### config.mk
export PLATFORM = sky130hd
export DESIGN_NAME = rpd_core
export DESIGN_NICKNAME = d
export VERILOG_FILES = /design/src/hdl/rpd_pkg.sv /design/src/hdl/rpd_core.sv
export SDC_FILE = /design/constraint.sdc
export NUM_CORES = 2
export LEC_CHECK = 0
export BUFFER_PORTS_ARGS = -buffer_cell sky130_fd_sc_hd__buf_4
export CAP_MARGIN = 20
export CORE_MARGIN = 3
export CORE_UTILIZATION = 65
export CTS_CLUSTER_SIZE = 28
export DETAILED_ROUTE_END_ITERATION = 16
export GPL_TIMING_DRIVEN = 0
export PLACE_DENSITY_LB_ADDON = 0.05
export SYNTH_ARGS = -nofsm -noshare
export SYNTH_HDL_FRONTEND = slang
export SYNTH_SLANG_ARGS = --single-unit
### constraint.sdc
create_clock -name CLK -period 15.8 [get_ports CLK]
set_clock_uncertainty 0.15 [all_clocks]
set_input_delay 0.79 -clock CLK [delete_from_list [all_inputs] [get_ports CLK]]
set_output_delay 0.79 -clock CLK [all_outputs]
set_load 0.01 [all_outputs]
### src/hdl/rpd_pkg.sv
// constants, register map and carrier types for the reactive power datapath
// Contract
// RULE1: multiply voltage by 90 degree shifted current
// RULE2: low-pass product like the active power stage
// RULE3: scale by one plus gain over 4096
// RULE4: add signed 16-bit offset trim to result
// RULE5: 256 offset counts equal one waveform LSB
// RULE6: integrator on gives -90, off gives +90
// RULE7: reactive waveform samples at four selectable rates
// RULE8: sign change sets status one bit 4
// RULE9: direction bit clear: positive to negative only
// RULE10: direction bit set: negative to positive only
// RULE11: enabled sign flag keeps interrupt pending
// RULE12: below idle threshold suppresses energy accumulation
// RULE13: below idle threshold sets status one bit 1
// RULE14: enabled idle flag keeps interrupt pending
// RULE15: idle field: off, 0.015, 0.0075, 0.0037 percent
// RULE16: interrupt when any flag and enable set
package rpd_pkg;
  // data widths
  localparam int SMP_W = 24;                   // channel sample width
  localparam int PWR_W = 32;                   // filtered power width, 8 bits below wave lsb
  localparam int GAIN_W = 12;                  // gain trim width
  localparam int OFS_W = 16;                   // offset trim width
  localparam int GAIN_FRAC = 12;               // gain trim is divided by 2**12
  localparam int OFS_FRAC = 8;                 // 256 offset counts per wave lsb
  // register indices; byte address is four times the index
  localparam logic [7:0] IDX_WAVE_SEL = 8'h0d;  // waveform_select_reg
  localparam logic [7:0] IDX_IDLE_CFG = 8'h0e;  // idle_threshold_config
  localparam logic [7:0] IDX_ACC_CFG = 8'h0f;   // accumulation_config
  localparam logic [7:0] IDX_GAIN = 8'h1e;      // reactive_gain_trim
  localparam logic [7:0] IDX_OFS = 8'h21;       // reactive_offset_trim
  localparam logic [7:0] IDX_WAVE_DATA = 8'h40; // last waveform sample
  localparam logic [7:0] IDX_POWER = 8'h41;     // live reactive power
  localparam logic [7:0] IDX_IRQ_EN1 = 8'hd9;   // irq_enable_one
  localparam logic [7:0] IDX_IRQ_EN3 = 8'hdb;   // irq_enable_three
  localparam logic [7:0] IDX_IRQ_ST1 = 8'hdc;   // irq_status_one
  // field positions
  localparam int BIT_SIGN_FLAG = 4;            // reactive_polarity_change in status one
  localparam int BIT_IDLE_FLAG = 1;            // reactive_idle_flag in status one
  localparam int BIT_SIGN_DIR = 5;             // direction select in accumulation_config
  localparam int BIT_WAVE_IRQ = 5;             // waveform_sample_irq_enable
  localparam int IDLE_LSB = 2;                 // reactive_idle_level field [3:2]
  localparam int RATE_LSB = 2;                 // sample rate field [3:2] of wave select
  localparam logic [1:0] WAVE_SRC_REACTIVE = 2'h2; // source code for reactive power
  localparam logic [7:0] FLAG_MASK = 8'h12;     // implemented status one bits
  // idle thresholds in waveform lsb against full scale
  localparam longint FULL_SCALE = 64'h7fffff;
  localparam logic [23:0] IDLE_TH1 = 24'(FULL_SCALE * 15 / 100000);   // 0.015 %
  localparam logic [23:0] IDLE_TH2 = 24'(FULL_SCALE * 75 / 1000000);  // 0.0075 %
  localparam logic [23:0] IDLE_TH3 = 24'(FULL_SCALE * 37 / 1000000);  // 0.0037 %
  // waveform timing
  localparam longint CLK_HZ = 25000000;
  localparam longint WAVE_BASE_SPS = 25600;    // fastest rate, 25.6 kSPS
  localparam logic [15:0] WAVE_BASE_CYC = 16'(CLK_HZ / WAVE_BASE_SPS);
  // axi responses
  localparam logic [1:0] RESP_OKAY = 2'h0;
  localparam logic [1:0] RESP_SLVERR = 2'h2;
  // channel sample pair carried together
  typedef struct packed {
    logic signed [SMP_W-1:0] volt;
    logic signed [SMP_W-1:0] curr;
  } rpd_sample_type;
endpackage

### src/hdl/rpd_core.sv
// reactive power datapath with axi4-lite registers, flags and waveform sampling
`timescale 1ns/1ps
module rpd_core #(
  parameter int ADDR_W = 12,   // axi address width
  parameter int LEAK_SH = 10,  // leak of the current integrator in shift steps
  parameter int LPF_SH = 8     // low-pass pole, same as the active power stage
) (
  // clock and reset
  input  wire logic                        CLK,
  input  wire logic                        SYS_RST,
  // channel samples from the adc filters, same clock
  input  wire rpd_pkg::rpd_sample_type     SAMPLE,
  input  wire logic                        SAMPLE_STB,
  input  wire logic                        INTEG_EN,
  // axi4-lite slave
  input  wire logic [ADDR_W-1:0]           S_AXI_AWADDR,
  input  wire logic                        S_AXI_AWVALID,
  output logic                             S_AXI_AWREADY,
  input  wire logic [31:0]                 S_AXI_WDATA,
  input  wire logic [3:0]                  S_AXI_WSTRB,
  input  wire logic                        S_AXI_WVALID,
  output logic                             S_AXI_WREADY,
  output logic [1:0]                       S_AXI_BRESP,
  output logic                             S_AXI_BVALID,
  input  wire logic                        S_AXI_BREADY,
  input  wire logic [ADDR_W-1:0]           S_AXI_ARADDR,
  input  wire logic                        S_AXI_ARVALID,
  output logic                             S_AXI_ARREADY,
  output logic [31:0]                      S_AXI_RDATA,
  output logic [1:0]                       S_AXI_RRESP,
  output logic                             S_AXI_RVALID,
  input  wire logic                        S_AXI_RREADY,
  // results
  output logic                             IRQ,
  output logic                             ACCUM_EN,
  output logic                             WAVE_VALID,
  output logic [23:0]                      WAVE_DATA
);
  import rpd_pkg::*;

  // elaboration check: word_idx needs bits 9:2, shifts must stay inside their words
  if (ADDR_W < 10 || LEAK_SH < 1 || LEAK_SH > 20 || LPF_SH < 1 || LPF_SH > 24) begin : g_bad_param
    $error("rpd_core: parameter out of range");
  end

  // word index from a byte address; unaligned low bits ignored
  function automatic logic [7:0] word_idx(input logic [ADDR_W-1:0] a);
    word_idx = a[9:2];
  endfunction

  // byte-lane merge of a write into an old value
  function automatic logic [31:0] merge(input logic [31:0] old, input logic [31:0] wd,
                                        input logic [3:0] st);
    merge = old;
    for (int b = 0; b < 4; b++) begin
      if (st[b]) begin
        merge[b*8 +: 8] = wd[b*8 +: 8];
      end
    end
  endfunction

  // software registers
  logic [3:0]          wave_sel_q;     // [1:0] source, [3:2] rate
  logic [3:0]          idle_cfg_q;     // [3:2] idle level
  logic [7:0]          acc_cfg_q;      // bit 5 sign direction
  logic [GAIN_W-1:0]   gain_q;         // gain trim
  logic [OFS_W-1:0]    ofs_q;          // offset trim
  logic [7:0]          irq_en1_q;      // enables for status one
  logic [7:0]          irq_en3_q;      // bit 5 waveform sampling
  logic [7:0]          irq_st1_q;      // sticky flags
  // bus state
  logic                aw_full_q;      // write address held
  logic                w_full_q;       // write data held
  logic [7:0]          aw_idx_q;       // held write index
  logic [31:0]         wd_q;           // held write data
  logic [3:0]          ws_q;           // held write strobes
  logic                wr_do;          // write commit this cycle
  logic                rd_take;        // read address taken
  logic                st_read_clr;    // status one read this cycle
  // datapath
  logic signed [31:0]     integ_q;     // leaky current integrator
  logic signed [SMP_W-1:0] i_prev_q;   // previous current sample
  logic signed [SMP_W:0]   phase_q;    // shifted current
  logic signed [SMP_W-1:0] volt_q;     // voltage aligned with phase_q
  logic                   stb_q;       // phase stage valid
  logic                   stb2_q;      // lpf stage valid
  logic signed [PWR_W-1:0] lpf_q;      // filtered product
  logic signed [PWR_W-1:0] lpf_x;      // scaled product into the filter
  logic signed [PWR_W-1:0] pwr_sum;    // gained power plus offset
  logic signed [23:0]     pwr_q;       // power in waveform lsb
  logic                   upd_q;       // pwr_q refreshed
  logic                   neg_prev_q;  // sign of previous power
  logic                   idle;        // below idle threshold
  logic [23:0]            pwr_abs;     // magnitude of power
  logic [23:0]            idle_th;     // selected threshold
  logic                   sign_evt;    // qualified sign change
  // waveform sampler
  logic [18:0]            div_q;       // rate divider
  logic [18:0]            div_top;     // divider terminal count
  logic                   wave_on;     // reactive source and enable set

  // ---------------- axi write channel ----------------
  assign wr_do = aw_full_q && w_full_q && !S_AXI_BVALID;

  // address and data are accepted in either order and held until commit
  always_ff @(posedge CLK) begin
    if (SYS_RST) begin
      S_AXI_AWREADY <= 1'b1;
      S_AXI_WREADY  <= 1'b1;
      aw_full_q     <= 1'b0;
      w_full_q      <= 1'b0;
      aw_idx_q      <= 8'h00;
      wd_q          <= 32'h0000_0000;
      ws_q          <= 4'h0;
      S_AXI_BVALID  <= 1'b0;
      S_AXI_BRESP   <= RESP_OKAY;
    end else begin
      if (S_AXI_AWVALID && S_AXI_AWREADY) begin
        aw_full_q     <= 1'b1;
        aw_idx_q      <= word_idx(S_AXI_AWADDR);
        S_AXI_AWREADY <= 1'b0;
      end
      if (S_AXI_WVALID && S_AXI_WREADY) begin
        w_full_q     <= 1'b1;
        wd_q         <= S_AXI_WDATA;
        ws_q         <= S_AXI_WSTRB;
        S_AXI_WREADY <= 1'b0;
      end
      if (wr_do) begin
        aw_full_q    <= 1'b0;
        w_full_q     <= 1'b0;
        S_AXI_BVALID <= 1'b1;
        // unmapped or read-only index answers with an error
        case (aw_idx_q)
          IDX_WAVE_SEL, IDX_IDLE_CFG, IDX_ACC_CFG, IDX_GAIN, IDX_OFS,
          IDX_IRQ_EN1, IDX_IRQ_EN3: S_AXI_BRESP <= RESP_OKAY;
          default: S_AXI_BRESP <= RESP_SLVERR;
        endcase
      end
      // both readies come back only once the response is taken
      if (S_AXI_BVALID && S_AXI_BREADY) begin
        S_AXI_BVALID  <= 1'b0;
        S_AXI_AWREADY <= 1'b1;
        S_AXI_WREADY  <= 1'b1;
      end
    end
  end

  // register writes, byte lanes honoured
  always_ff @(posedge CLK) begin
    if (SYS_RST) begin
      wave_sel_q <= 4'h0;
      idle_cfg_q <= 4'h0;
      acc_cfg_q  <= 8'h00;
      gain_q     <= 12'h000;
      ofs_q      <= 16'h0000;
      irq_en1_q  <= 8'h00;
      irq_en3_q  <= 8'h00;
    end else if (wr_do) begin
      case (aw_idx_q)
        IDX_WAVE_SEL: wave_sel_q <= 4'(merge({28'h0, wave_sel_q}, wd_q, ws_q));
        IDX_IDLE_CFG: idle_cfg_q <= 4'(merge({28'h0, idle_cfg_q}, wd_q, ws_q));
        IDX_ACC_CFG:  acc_cfg_q  <= 8'(merge({24'h0, acc_cfg_q}, wd_q, ws_q));
        IDX_GAIN:     gain_q     <= 12'(merge({20'h0, gain_q}, wd_q, ws_q));
        IDX_OFS:      ofs_q      <= 16'(merge({16'h0, ofs_q}, wd_q, ws_q));
        IDX_IRQ_EN1:  irq_en1_q  <= 8'(merge({24'h0, irq_en1_q}, wd_q, ws_q));
        IDX_IRQ_EN3:  irq_en3_q  <= 8'(merge({24'h0, irq_en3_q}, wd_q, ws_q));
        default: ;  // read-only or unmapped, nothing stored
      endcase
    end
  end

  // ---------------- axi read channel ----------------
  assign rd_take = S_AXI_ARVALID && S_AXI_ARREADY;
  assign st_read_clr = rd_take && (word_idx(S_AXI_ARADDR) == IDX_IRQ_ST1);

  // one read at a time, answered the cycle after the address is taken
  always_ff @(posedge CLK) begin
    if (SYS_RST) begin
      S_AXI_ARREADY <= 1'b1;
      S_AXI_RVALID  <= 1'b0;
      S_AXI_RDATA   <= 32'h0000_0000;
      S_AXI_RRESP   <= RESP_OKAY;
    end else begin
      if (rd_take) begin
        S_AXI_ARREADY <= 1'b0;
        S_AXI_RVALID  <= 1'b1;
        S_AXI_RRESP   <= RESP_OKAY;
        case (word_idx(S_AXI_ARADDR))
          IDX_WAVE_SEL:  S_AXI_RDATA <= {28'h0, wave_sel_q};
          IDX_IDLE_CFG:  S_AXI_RDATA <= {28'h0, idle_cfg_q};
          IDX_ACC_CFG:   S_AXI_RDATA <= {24'h0, acc_cfg_q};
          IDX_GAIN:      S_AXI_RDATA <= {20'h0, gain_q};
          IDX_OFS:       S_AXI_RDATA <= {16'h0, ofs_q};
          IDX_WAVE_DATA: S_AXI_RDATA <= {8'h0, WAVE_DATA};
          IDX_POWER:     S_AXI_RDATA <= {8'h0, pwr_q};
          IDX_IRQ_EN1:   S_AXI_RDATA <= {24'h0, irq_en1_q};
          IDX_IRQ_EN3:   S_AXI_RDATA <= {24'h0, irq_en3_q};
          IDX_IRQ_ST1:   S_AXI_RDATA <= {24'h0, irq_st1_q};
          default: begin
            S_AXI_RDATA <= 32'h0000_0000;
            S_AXI_RRESP <= RESP_SLVERR;
          end
        endcase
      end else if (S_AXI_RVALID && S_AXI_RREADY) begin
        S_AXI_RVALID  <= 1'b0;
        S_AXI_ARREADY <= 1'b1;
      end
    end
  end

  // ---------------- phase shift stage ----------------
  // integrator gives -90 degrees, first difference +90; the leak keeps the
  // integrator from running away on a dc offset at the cost of a small phase error
  always_ff @(posedge CLK) begin
    if (SYS_RST) begin
      integ_q  <= 32'h0000_0000;
      i_prev_q <= 24'h00_0000;
      phase_q  <= 25'h000_0000;
      volt_q   <= 24'h00_0000;
      stb_q    <= 1'b0;
    end else begin
      stb_q <= SAMPLE_STB;
      if (SAMPLE_STB) begin
        integ_q  <= integ_q - (integ_q >>> LEAK_SH) + 32'(SAMPLE.curr);
        i_prev_q <= SAMPLE.curr;
        volt_q   <= SAMPLE.volt;
        if (INTEG_EN) begin
          phase_q <= 25'(integ_q >>> LEAK_SH);  // [RULE6]
        end else begin
          phase_q <= 25'(SAMPLE.curr) - 25'(i_prev_q);  // [RULE6]
        end
      end
    end
  end

  // ---------------- product and low-pass ----------------
  assign lpf_x = 32'((49'(volt_q) * 49'(phase_q)) >>> 17);  // [RULE1]

  // first-order pole shared in form with the active power filter
  always_ff @(posedge CLK) begin
    if (SYS_RST) begin
      lpf_q  <= 32'h0000_0000;
      stb2_q <= 1'b0;
    end else begin
      stb2_q <= stb_q;
      if (stb_q) begin
        lpf_q <= lpf_q + ((lpf_x - lpf_q) >>> LPF_SH);  // [RULE2]
      end
    end
  end

  // ---------------- gain and offset ----------------
  // offset sits 8 bits below the waveform lsb, so 0x100 moves one lsb
  assign pwr_sum = 32'((48'(lpf_q) * (48'(signed'(gain_q)) + 48'sh1000)) >>> GAIN_FRAC)  // [RULE3]
                 + 32'(signed'(ofs_q));  // [RULE4]

  always_ff @(posedge CLK) begin
    if (SYS_RST) begin
      pwr_q <= 24'h00_0000;
      upd_q <= 1'b0;
    end else begin
      upd_q <= stb2_q;
      if (stb2_q) begin
        pwr_q <= pwr_sum[PWR_W-1:OFS_FRAC];  // [RULE5]
      end
    end
  end

  // ---------------- idle and sign detection ----------------
  assign pwr_abs = pwr_q[23] ? 24'(-pwr_q) : pwr_q;
  always_comb begin
    case (idle_cfg_q[IDLE_LSB +: 2])  // [RULE15]
      2'h1: idle_th = IDLE_TH1;
      2'h2: idle_th = IDLE_TH2;
      2'h3: idle_th = IDLE_TH3;
      default: idle_th = 24'h00_0000;  // detection off, nothing is below zero
    endcase
  end
  assign idle = pwr_abs < idle_th;
  assign sign_evt = upd_q && (acc_cfg_q[BIT_SIGN_DIR]
                    ? (neg_prev_q && !pwr_q[23])    // [RULE10]
                    : (!neg_prev_q && pwr_q[23]));  // [RULE9]

  // remembered sign follows each fresh power value
  always_ff @(posedge CLK) begin
    if (SYS_RST) begin
      neg_prev_q <= 1'b0;
      ACCUM_EN   <= 1'b1;
    end else begin
      if (upd_q) begin
        neg_prev_q <= pwr_q[23];
      end
      ACCUM_EN <= !idle;  // [RULE12]
    end
  end

  // sticky flags; a set in the cycle of the clearing read wins
  always_ff @(posedge CLK) begin
    if (SYS_RST) begin
      irq_st1_q <= 8'h00;
    end else begin
      irq_st1_q <= (st_read_clr ? 8'h00 : irq_st1_q)
                 | ({7'h0, sign_evt} << BIT_SIGN_FLAG)  // [RULE8]
                 | ({7'h0, idle} << BIT_IDLE_FLAG);     // [RULE13]
    end
  end

  // one level interrupt from enabled flags
  always_ff @(posedge CLK) begin
    if (SYS_RST) begin
      IRQ <= 1'b0;
    end else begin
      IRQ <= |(irq_st1_q & irq_en1_q & FLAG_MASK);  // [RULE11] [RULE14] [RULE16]
    end
  end

  // ---------------- waveform sampler ----------------
  assign wave_on = (wave_sel_q[1:0] == WAVE_SRC_REACTIVE) && irq_en3_q[BIT_WAVE_IRQ];
  assign div_top = 19'((19'(WAVE_BASE_CYC) << wave_sel_q[RATE_LSB +: 2]) - 19'h1);

  // rates 25.6, 12.8, 6.4, 3.2 kSPS by doubling the base period
  always_ff @(posedge CLK) begin
    if (SYS_RST) begin
      div_q      <= 19'h0_0000;
      WAVE_VALID <= 1'b0;
      WAVE_DATA  <= 24'h00_0000;
    end else begin
      WAVE_VALID <= 1'b0;
      if (!wave_on || div_q >= div_top) begin
        div_q <= 19'h0_0000;
      end else begin
        div_q <= div_q + 19'h1;
      end
      if (wave_on && div_q >= div_top) begin
        WAVE_VALID <= 1'b1;  // [RULE7]
        WAVE_DATA  <= pwr_q;
      end
    end
  end

  // ---------------- assertions ----------------
  a_sign_fall: assert property (@(posedge CLK) disable iff (SYS_RST)  // [RULE9]
    upd_q && !acc_cfg_q[BIT_SIGN_DIR] && !neg_prev_q && pwr_q[23]
    |=> irq_st1_q[BIT_SIGN_FLAG]) else $error("missed falling sign change");
  a_sign_rise: assert property (@(posedge CLK) disable iff (SYS_RST)  // [RULE10]
    upd_q && acc_cfg_q[BIT_SIGN_DIR] && neg_prev_q && !pwr_q[23]
    |=> irq_st1_q[BIT_SIGN_FLAG]) else $error("missed rising sign change");
  a_sign_quiet: assert property (@(posedge CLK) disable iff (SYS_RST)  // [RULE8]
    !irq_st1_q[BIT_SIGN_FLAG] && !(upd_q && neg_prev_q != pwr_q[23])
    |=> !irq_st1_q[BIT_SIGN_FLAG]) else $error("sign flag set without a change");
  a_idle_flag: assert property (@(posedge CLK) disable iff (SYS_RST)  // [RULE13]
    idle |=> irq_st1_q[BIT_IDLE_FLAG] && !ACCUM_EN) else $error("idle not flagged");
  a_idle_off: assert property (@(posedge CLK) disable iff (SYS_RST)  // [RULE15]
    idle_cfg_q[IDLE_LSB +: 2] == 2'h0 |=> ACCUM_EN) else $error("idle with detection off");
  a_irq_level: assert property (@(posedge CLK) disable iff (SYS_RST)  // [RULE16]
    ##1 IRQ == $past(|(irq_st1_q & irq_en1_q & FLAG_MASK))) else $error("irq level wrong");
  a_irq_hold: assert property (@(posedge CLK) disable iff (SYS_RST)  // [RULE11]
    irq_st1_q[BIT_SIGN_FLAG] && irq_en1_q[BIT_SIGN_FLAG] && !st_read_clr
    |=> IRQ [*2]) else $error("irq dropped while flag pending");
  a_offset_lsb: assert property (@(posedge CLK) disable iff (SYS_RST)  // [RULE5]
    stb2_q && gain_q == 12'h000 && ofs_q == 16'h0100
    |=> pwr_q == 24'($past(pwr_sum) >>> OFS_FRAC)
        && pwr_q == 24'(($past(lpf_q) + 32'sh100) >>> OFS_FRAC)) else $error("offset weight");
  a_diff_phase: assert property (@(posedge CLK) disable iff (SYS_RST)  // [RULE6]
    SAMPLE_STB && !INTEG_EN
    |=> phase_q == 25'($past(SAMPLE.curr)) - 25'($past(i_prev_q))) else $error("phase path");
  a_wave_gate: assert property (@(posedge CLK) disable iff (SYS_RST)  // [RULE7]
    WAVE_VALID |-> $past(wave_on) && !$past(WAVE_VALID)) else $error("wave without enable");

  c_sign_event: cover property (@(posedge CLK) disable iff (SYS_RST) sign_evt);
  c_idle_irq: cover property (@(posedge CLK) disable iff (SYS_RST)
    irq_st1_q[BIT_IDLE_FLAG] && IRQ);
  c_wave_sample: cover property (@(posedge CLK) disable iff (SYS_RST) WAVE_VALID);
endmodule

# [Yosys cells after proc, flatten, opt, wreduce, memory -nomap -nowiden]
# Cells that the tools add are included.
[totals] regBits=348 inputBits=117 output_inout_bits=68 elab_cells=125
[classes] n_addsub=10 multipliers=2 magnitude_cmp=2 n_eq_ne=21 n_shift=1 muxes=13 bitwise=3 n_reduce_logical=35
[op_table] cell="$pmux W24 S10" count=1
[op_table] cell="$add A32 B24 Y32" count=2
[op_table] cell="$mul A24 B25 Y49" count=1
[op_table] cell="$eq A8 B4 Y1 const B" count=6
[op_table] cell="$mul A32 B15 Y44" count=1
[op_table] cell="$eq A8 B8 Y1 const B" count=5
[op_table] cell="$pmux W11 S3" count=1
[op_table] cell="$add A32 B16 Y32" count=1
[op_table] cell="$sub A32 B22 Y32" count=1
[op_table] cell="$sub A32 B32 Y32" count=1
[op_table] cell="$reduce_and A3 Y1" count=9
[op_table] cell="$mux W25" count=1
[op_table] cell="$sub A24 B24 Y25" count=1
[op_table] cell="$lt A24 B24 Y1" count=1
[op_table] cell="$mux W24" count=1
[op_table] cell="$neg A24 Y24" count=1
[op_table] cell="$add A19 B1 Y19 const B" count=1
[op_table] cell="$ge A19 B19 Y1" count=1
[op_table] cell="$shl A10 B2 Y19 const A" count=1
[op_table] cell="$sub A19 B1 Y19 const B" count=1
[op_table] cell="$eq A8 B5 Y1 const B" count=2
[op_table] cell="$eq A8 B6 Y1 const B" count=2
[op_table] cell="$eq A8 B7 Y1 const B" count=2
[op_table] cell="$add A12 B14 Y15 const B" count=1
[op_table] cell="other kinds (15)" count=42

# [Depth between registers and ports, before layout]
[logic_depth] word_depth=6 ltp_mapped=53 depth_no_buf=52

# [Least setup slack after synthesis]
# Ideal clock, no wire load.
[synth_timing] kind="register to register" from="register volt_q[9]" to="register lpf_q[31]" setup_time_ps=128 arrival_ps=11260 required_time_ps=15522 setup_slack_ps=4263 stages_incl_launch_ff=52 path_buffers=1 period_less_slack_ps=11537 cell_sequence="dfxtp_1 -> clkbuf_1 -> nand2_1 -> fa_1 -> fa_1 -> inv_1 -> fa_1 -> inv_1 -> fa_1 -> inv_1 -> fa_1 -> fa_1 -> inv_1 -> fa_1 -> inv_1 -> ha_1 -> a21o_1 -> a21o_1 -> [16 not listed] -> a211oi_2 -> o21bai_1 -> a21o_1 -> a21oi_1 -> xnor2_1 -> ha_1 -> a21oi_1 -> o21ai_1 -> or3_1 -> a31oi_2 -> nor4_1 -> o41a_1 -> a41o_1 -> o41a_1 -> xor3_1 -> nand2_1 -> xor2_1 -> nor2_1"
[synth_via] elab_chain_len=3
[synth_lines] item="from (decl)" line_no="rpd_core.sv:84" rtl="logic signed [SMP_W-1:0] volt_q;"
[synth_lines] item="from (signal assigned)" line_no="rpd_core.sv:227" rtl="volt_q <= SAMPLE.volt;"
[synth_lines] item="$mul A24 B25 Y49" line_no="rpd_core.sv:238" rtl="assign lpf_x = 32'((49'(volt_q) * 49'(phase_q)) >>> 17);"
[synth_lines] item="$sub A32 B32 Y32" line_no="rpd_core.sv:248" rtl="lpf_q <= lpf_q + ((lpf_x - lpf_q) >>> LPF_SH);"
[synth_lines] item="$add A32 B24 Y32" line_no="rpd_core.sv:248"
[synth_lines] item="to (signal assigned)" line_no="rpd_core.sv:248"
[synth_lines] item="to (decl)" line_no="rpd_core.sv:87" rtl="logic signed [PWR_W-1:0] lpf_q;"
# No other way between the ends.
# A chain may end at the register's enable or synchronous reset.

# [Worst setup path after layout]
[layout_timing] from="register volt_q[1]" to="register lpf_q[31]"
# The elaborated chain is that of the path after synthesis.

==> summary.md <==
| Metric | Value |
|---|---|
| Outcome | finished clean |
| Core Region | 85700 µm² |
| Initial Util | 65.9% |
| Worst Path Buf+Inv | 4 |
| Horiz. Die Dim | 301 µm |
| Leakage | 29.8 nW |
| CP max-delay cell | dfxtp_1 |
| Layout Nets | 8224 |
| Clk pwr share | 12.1% |
| Power Dens Cells | 136 nW/µm² |
| Sw Share | 50.0% |
| Max-slew violation count | 0 |
| Post-Synthesis Cell Area | 56400 µm² |
| Launching element type of the critical path | flip-flop |
| Most common cell after layout, fill and taps aside | inv_1 |
| Tot GR Track Use | 36.5% |
| Max_slew headroom | 22.8% |
| First-pass GRT wire length | 255000 µm |
| Worst path top cell family by delay | compound AO/OA/AOI/OAI gates |
| Layout cells sized above 1 | 4.04% |
| Post-synth ARST share | 0% |
| Crit-path max cell delay | 0.71 ns |
| Final hold vios | 0 |
| Worst Hold Class | in2reg |
| CP dominant cell by count | fa_1 |
| Vias in the first global route | 45.7k |
| Worst EP required | 16.10 ns |
| DR pass1 iterations | 8 |
| Vias per cell | 5.65 |
| Number of distinct library cells after synthesis | 88 |
| Antenna viol nets, final | 0 |
| Post-synthesis register bit count | 332 |
| Reg power frac | 12.6% |
| Register area | 6650 µm² |
| Footprint of the multi-input gates | 43800 µm² |
| Syn Area/Cell | 8.78 µm² |
| Post_cts resized | 0 |
| Worst slew pin tran | 1.15 ns |
| Largest net degree at the start of global routing | 20 |
| Clk root buf | clkbuf_16 |
| Maximum VDD drop | 0.196 mV |
| Port buffer count | 144 |
| Max_cap viols | 0 |
| DIE AREA | 90400 µm² |
| GP Congestion | 1.03 |
| Setup bufs post-CTS | 0 |
| Achievable Freq | 0.0736 GHz |
| CTS tree | done |
| Post-synth EDFFs | 0 |
| FP Rows | 107 |
| P&R area growth vs syn | 7.12% |
| Combinational share of power | 75.2% |
| WL final | 158000 µm |
| Setup TNS | 0 ns |
| Synth Instances | 6425 |
| H-tree depth | 2 |
| First-iteration detailed-routing DRC count | 3252 |
| WS Path Type | reg2reg |
| DRC violations left | 0 |
| Ys Warns | 0 |
| CP endpoint kind | flip-flop |
| Final Setup Violations | 0 |
| CTS Buf Count | 41 |
| Int Power | 4.12 mW |
| HPWL Detailed | 134000 µm |
| Primary FF master, synth | dfxtp_1 |
| RSZ-0062 raised after global routing | false |
| Clock Tree Buf Depth | 3 |
| Switching power | 4.12 mW |
| # hold bufs at CTS | 0 |
| Tmin final | 13.58 ns |
| Worst-Skew Late Latency | 0.61 ns |
| Critical path arrival | 13.88 ns |
| I/O Pins | 185 |
| Via count | 44.1k |
| Hold WS | 0.238 ns |
| Post-synthesis sequential area ratio | 11.8% |
| Period utilisation layout | 86.0% |
| CP max FO | 10 |
| Worst-path clk slew | 0.06 ns |
| Clk sinks | 332 |
| DR WL/cell | 20.3 µm |
| Commonest non-fill, non-tap cells in the layout | inv_1, fa_1, nand2_1, ha_1, nor2_1 |
| Total grt overflow | 0 |
| Fill count | 6941 |
| Die Y | 301 µm |
| Antenna violations before repair | 3 |
path summary, 6_finish.rpt:
kind / startpoint / to / slack [ns] / cells after the start
worst min-delay path: S_AXI_WVALID / S_AXI_WREADY$_SDFFE_PP1P_ / 0.24 / 2
worst max register to register: volt_q[1]$_SDFFE_PP0P_ / lpf_q[31]$_SDFFE_PP0P_ / 2.22 / 48
worst min register to register: ws_q[0]$_SDFFE_PP0P_ / ws_q[0]$_SDFFE_PP0P_ / 0.31 / 2
worst max-delay path: volt_q[1]$_SDFFE_PP0P_ / lpf_q[31]$_SDFFE_PP0P_ / 2.22 / 48
layout make-up:
class | count | area share [%]
Antenna cell | 1 | 0.00414
Clock inverter | 19 | 0.358
Tap cell | 1144 | 2.37
Inverter | 1293 | 8.03
Clock buffer | 56 | 1.94
Buffer | 298 | 1.93
Sequential cell | 332 | 11.0
Timing Repair Buffer | 148 | 1.89
Multi-Input combinational cell | 4516 | 72.5
cells by family (layout without fill, tap and decap cells):
group / Yosys count / in the layout / share of synthesized area [%]
XOR/XNOR: 222 / 222 / 3.47
adder cells (fa/ha/maj): 1477 / 1477 / 46.4
multiplexers: 222 / 222 / 3.95
buffers and inverters: 1591 / 1814 / 10.7
AND/OR/NAND/NOR: 1926 / 1926 / 16.0
AO/OA/AOI/OAI: 653 / 653 / 7.71
other: 2 / 17 / 0.0133
flip-flops: 332 / 332 / 11.8
cell usage after synthesis, types with 34 or more instances:
master	count	area, µm²
dfxtp_1	332	6650
o21ai_0	108	541
a21o_1	83	623
fa_1	1024	20500
nor2_1	448	1680
inv_1	1292	4850
nand3_1	59	295
clkbuf_1	268	1010
mux2i_1	218	2180
xnor2_1	146	1280
ha_1	453	5670
nor3_1	58	290
a22oi_1	34	255
a21oi_1	180	901
and2_1	423	2650
o21a_1	35	263
nor2b_1	40	250
nand2_1	731	2740
nand2b_1	53	332
xor2_1	75	657
state kept, by name, summed over array words and instances (netlist names), 2 cells and up:
register,flops
ofs_q,16
volt_q,24
phase_q,25
acc_cfg_q,8
irq_st1_q,2
div_q,19
wd_q,16
S_AXI_RDATA,24
ws_q,2
irq_en3_q,8
integ_q,32
irq_en1_q,8
gain_q,12
lpf_q,32
i_prev_q,24
idle_cfg_q,4
pwr_q,24
wave_sel_q,4
aw_idx_q,8
WAVE_DATA,24
per-stage QoR:
step | cell area, µm² | util [%] | setup WS (ns) | std cells | power, mW
CTS | 60400 | 70.5 | 2.27 | 7805 | 8.18
finish | 60400 | 70.5 | 2.22 | 7807 | 8.24
global route | 60400 | 70.5 | 1.52 | 7807 | 9.02
global placement | 59000 | 68.9 | 2.32 | 7727 | 6.99
detailed placement | 59000 | 68.9 | 2.36 | 7730 | 7.09
floorplan | 56500 | - | 4.26 | 6439 | 5.76
worst register-to-register path, delay by kind of cell (launching register included):
kind,cells,cell delay [ns]
AO/OA/AOI/OAI,21,5.05
XOR/XNOR,4,0.69
adder cells (fa/ha/maj),10,4.47
buffers and inverters,4,0.87
flip-flops,1,0.71
AND/OR/NAND/NOR,9,1.53
metal layers:
| layer | up-vias | routed length, µm | part of all wire (%) | GRT usage, % |
|---|---|---|---|---|
| li1 | 20100 | - | - | - |
| met1 | 21900 | 63500 | 40 | 48.4 |
| met2 | 1712 | 73900 | 47 | 59.6 |
| met3 | 363 | 12900 | 8.1 | 6.30 |
| met4 | 0 | 8170 | 5.2 | 15.4 |
| met5 | - | 0 | 0 | 0 |
power groups by stage:
stage | Clock (mW) | Combinational [mW] | Sequential (mW)
floorplan | 0 | 4.78 | 0.988
global placement | 0 | 5.94 | 1.05
detailed placement | 0 | 6.03 | 1.06
CTS | 1.01 | 6.13 | 1.04
global route | 1.04 | 6.93 | 1.05
finish | 0.998 | 6.20 | 1.04
No activity file was read; power rests on OpenSTA's default activity.
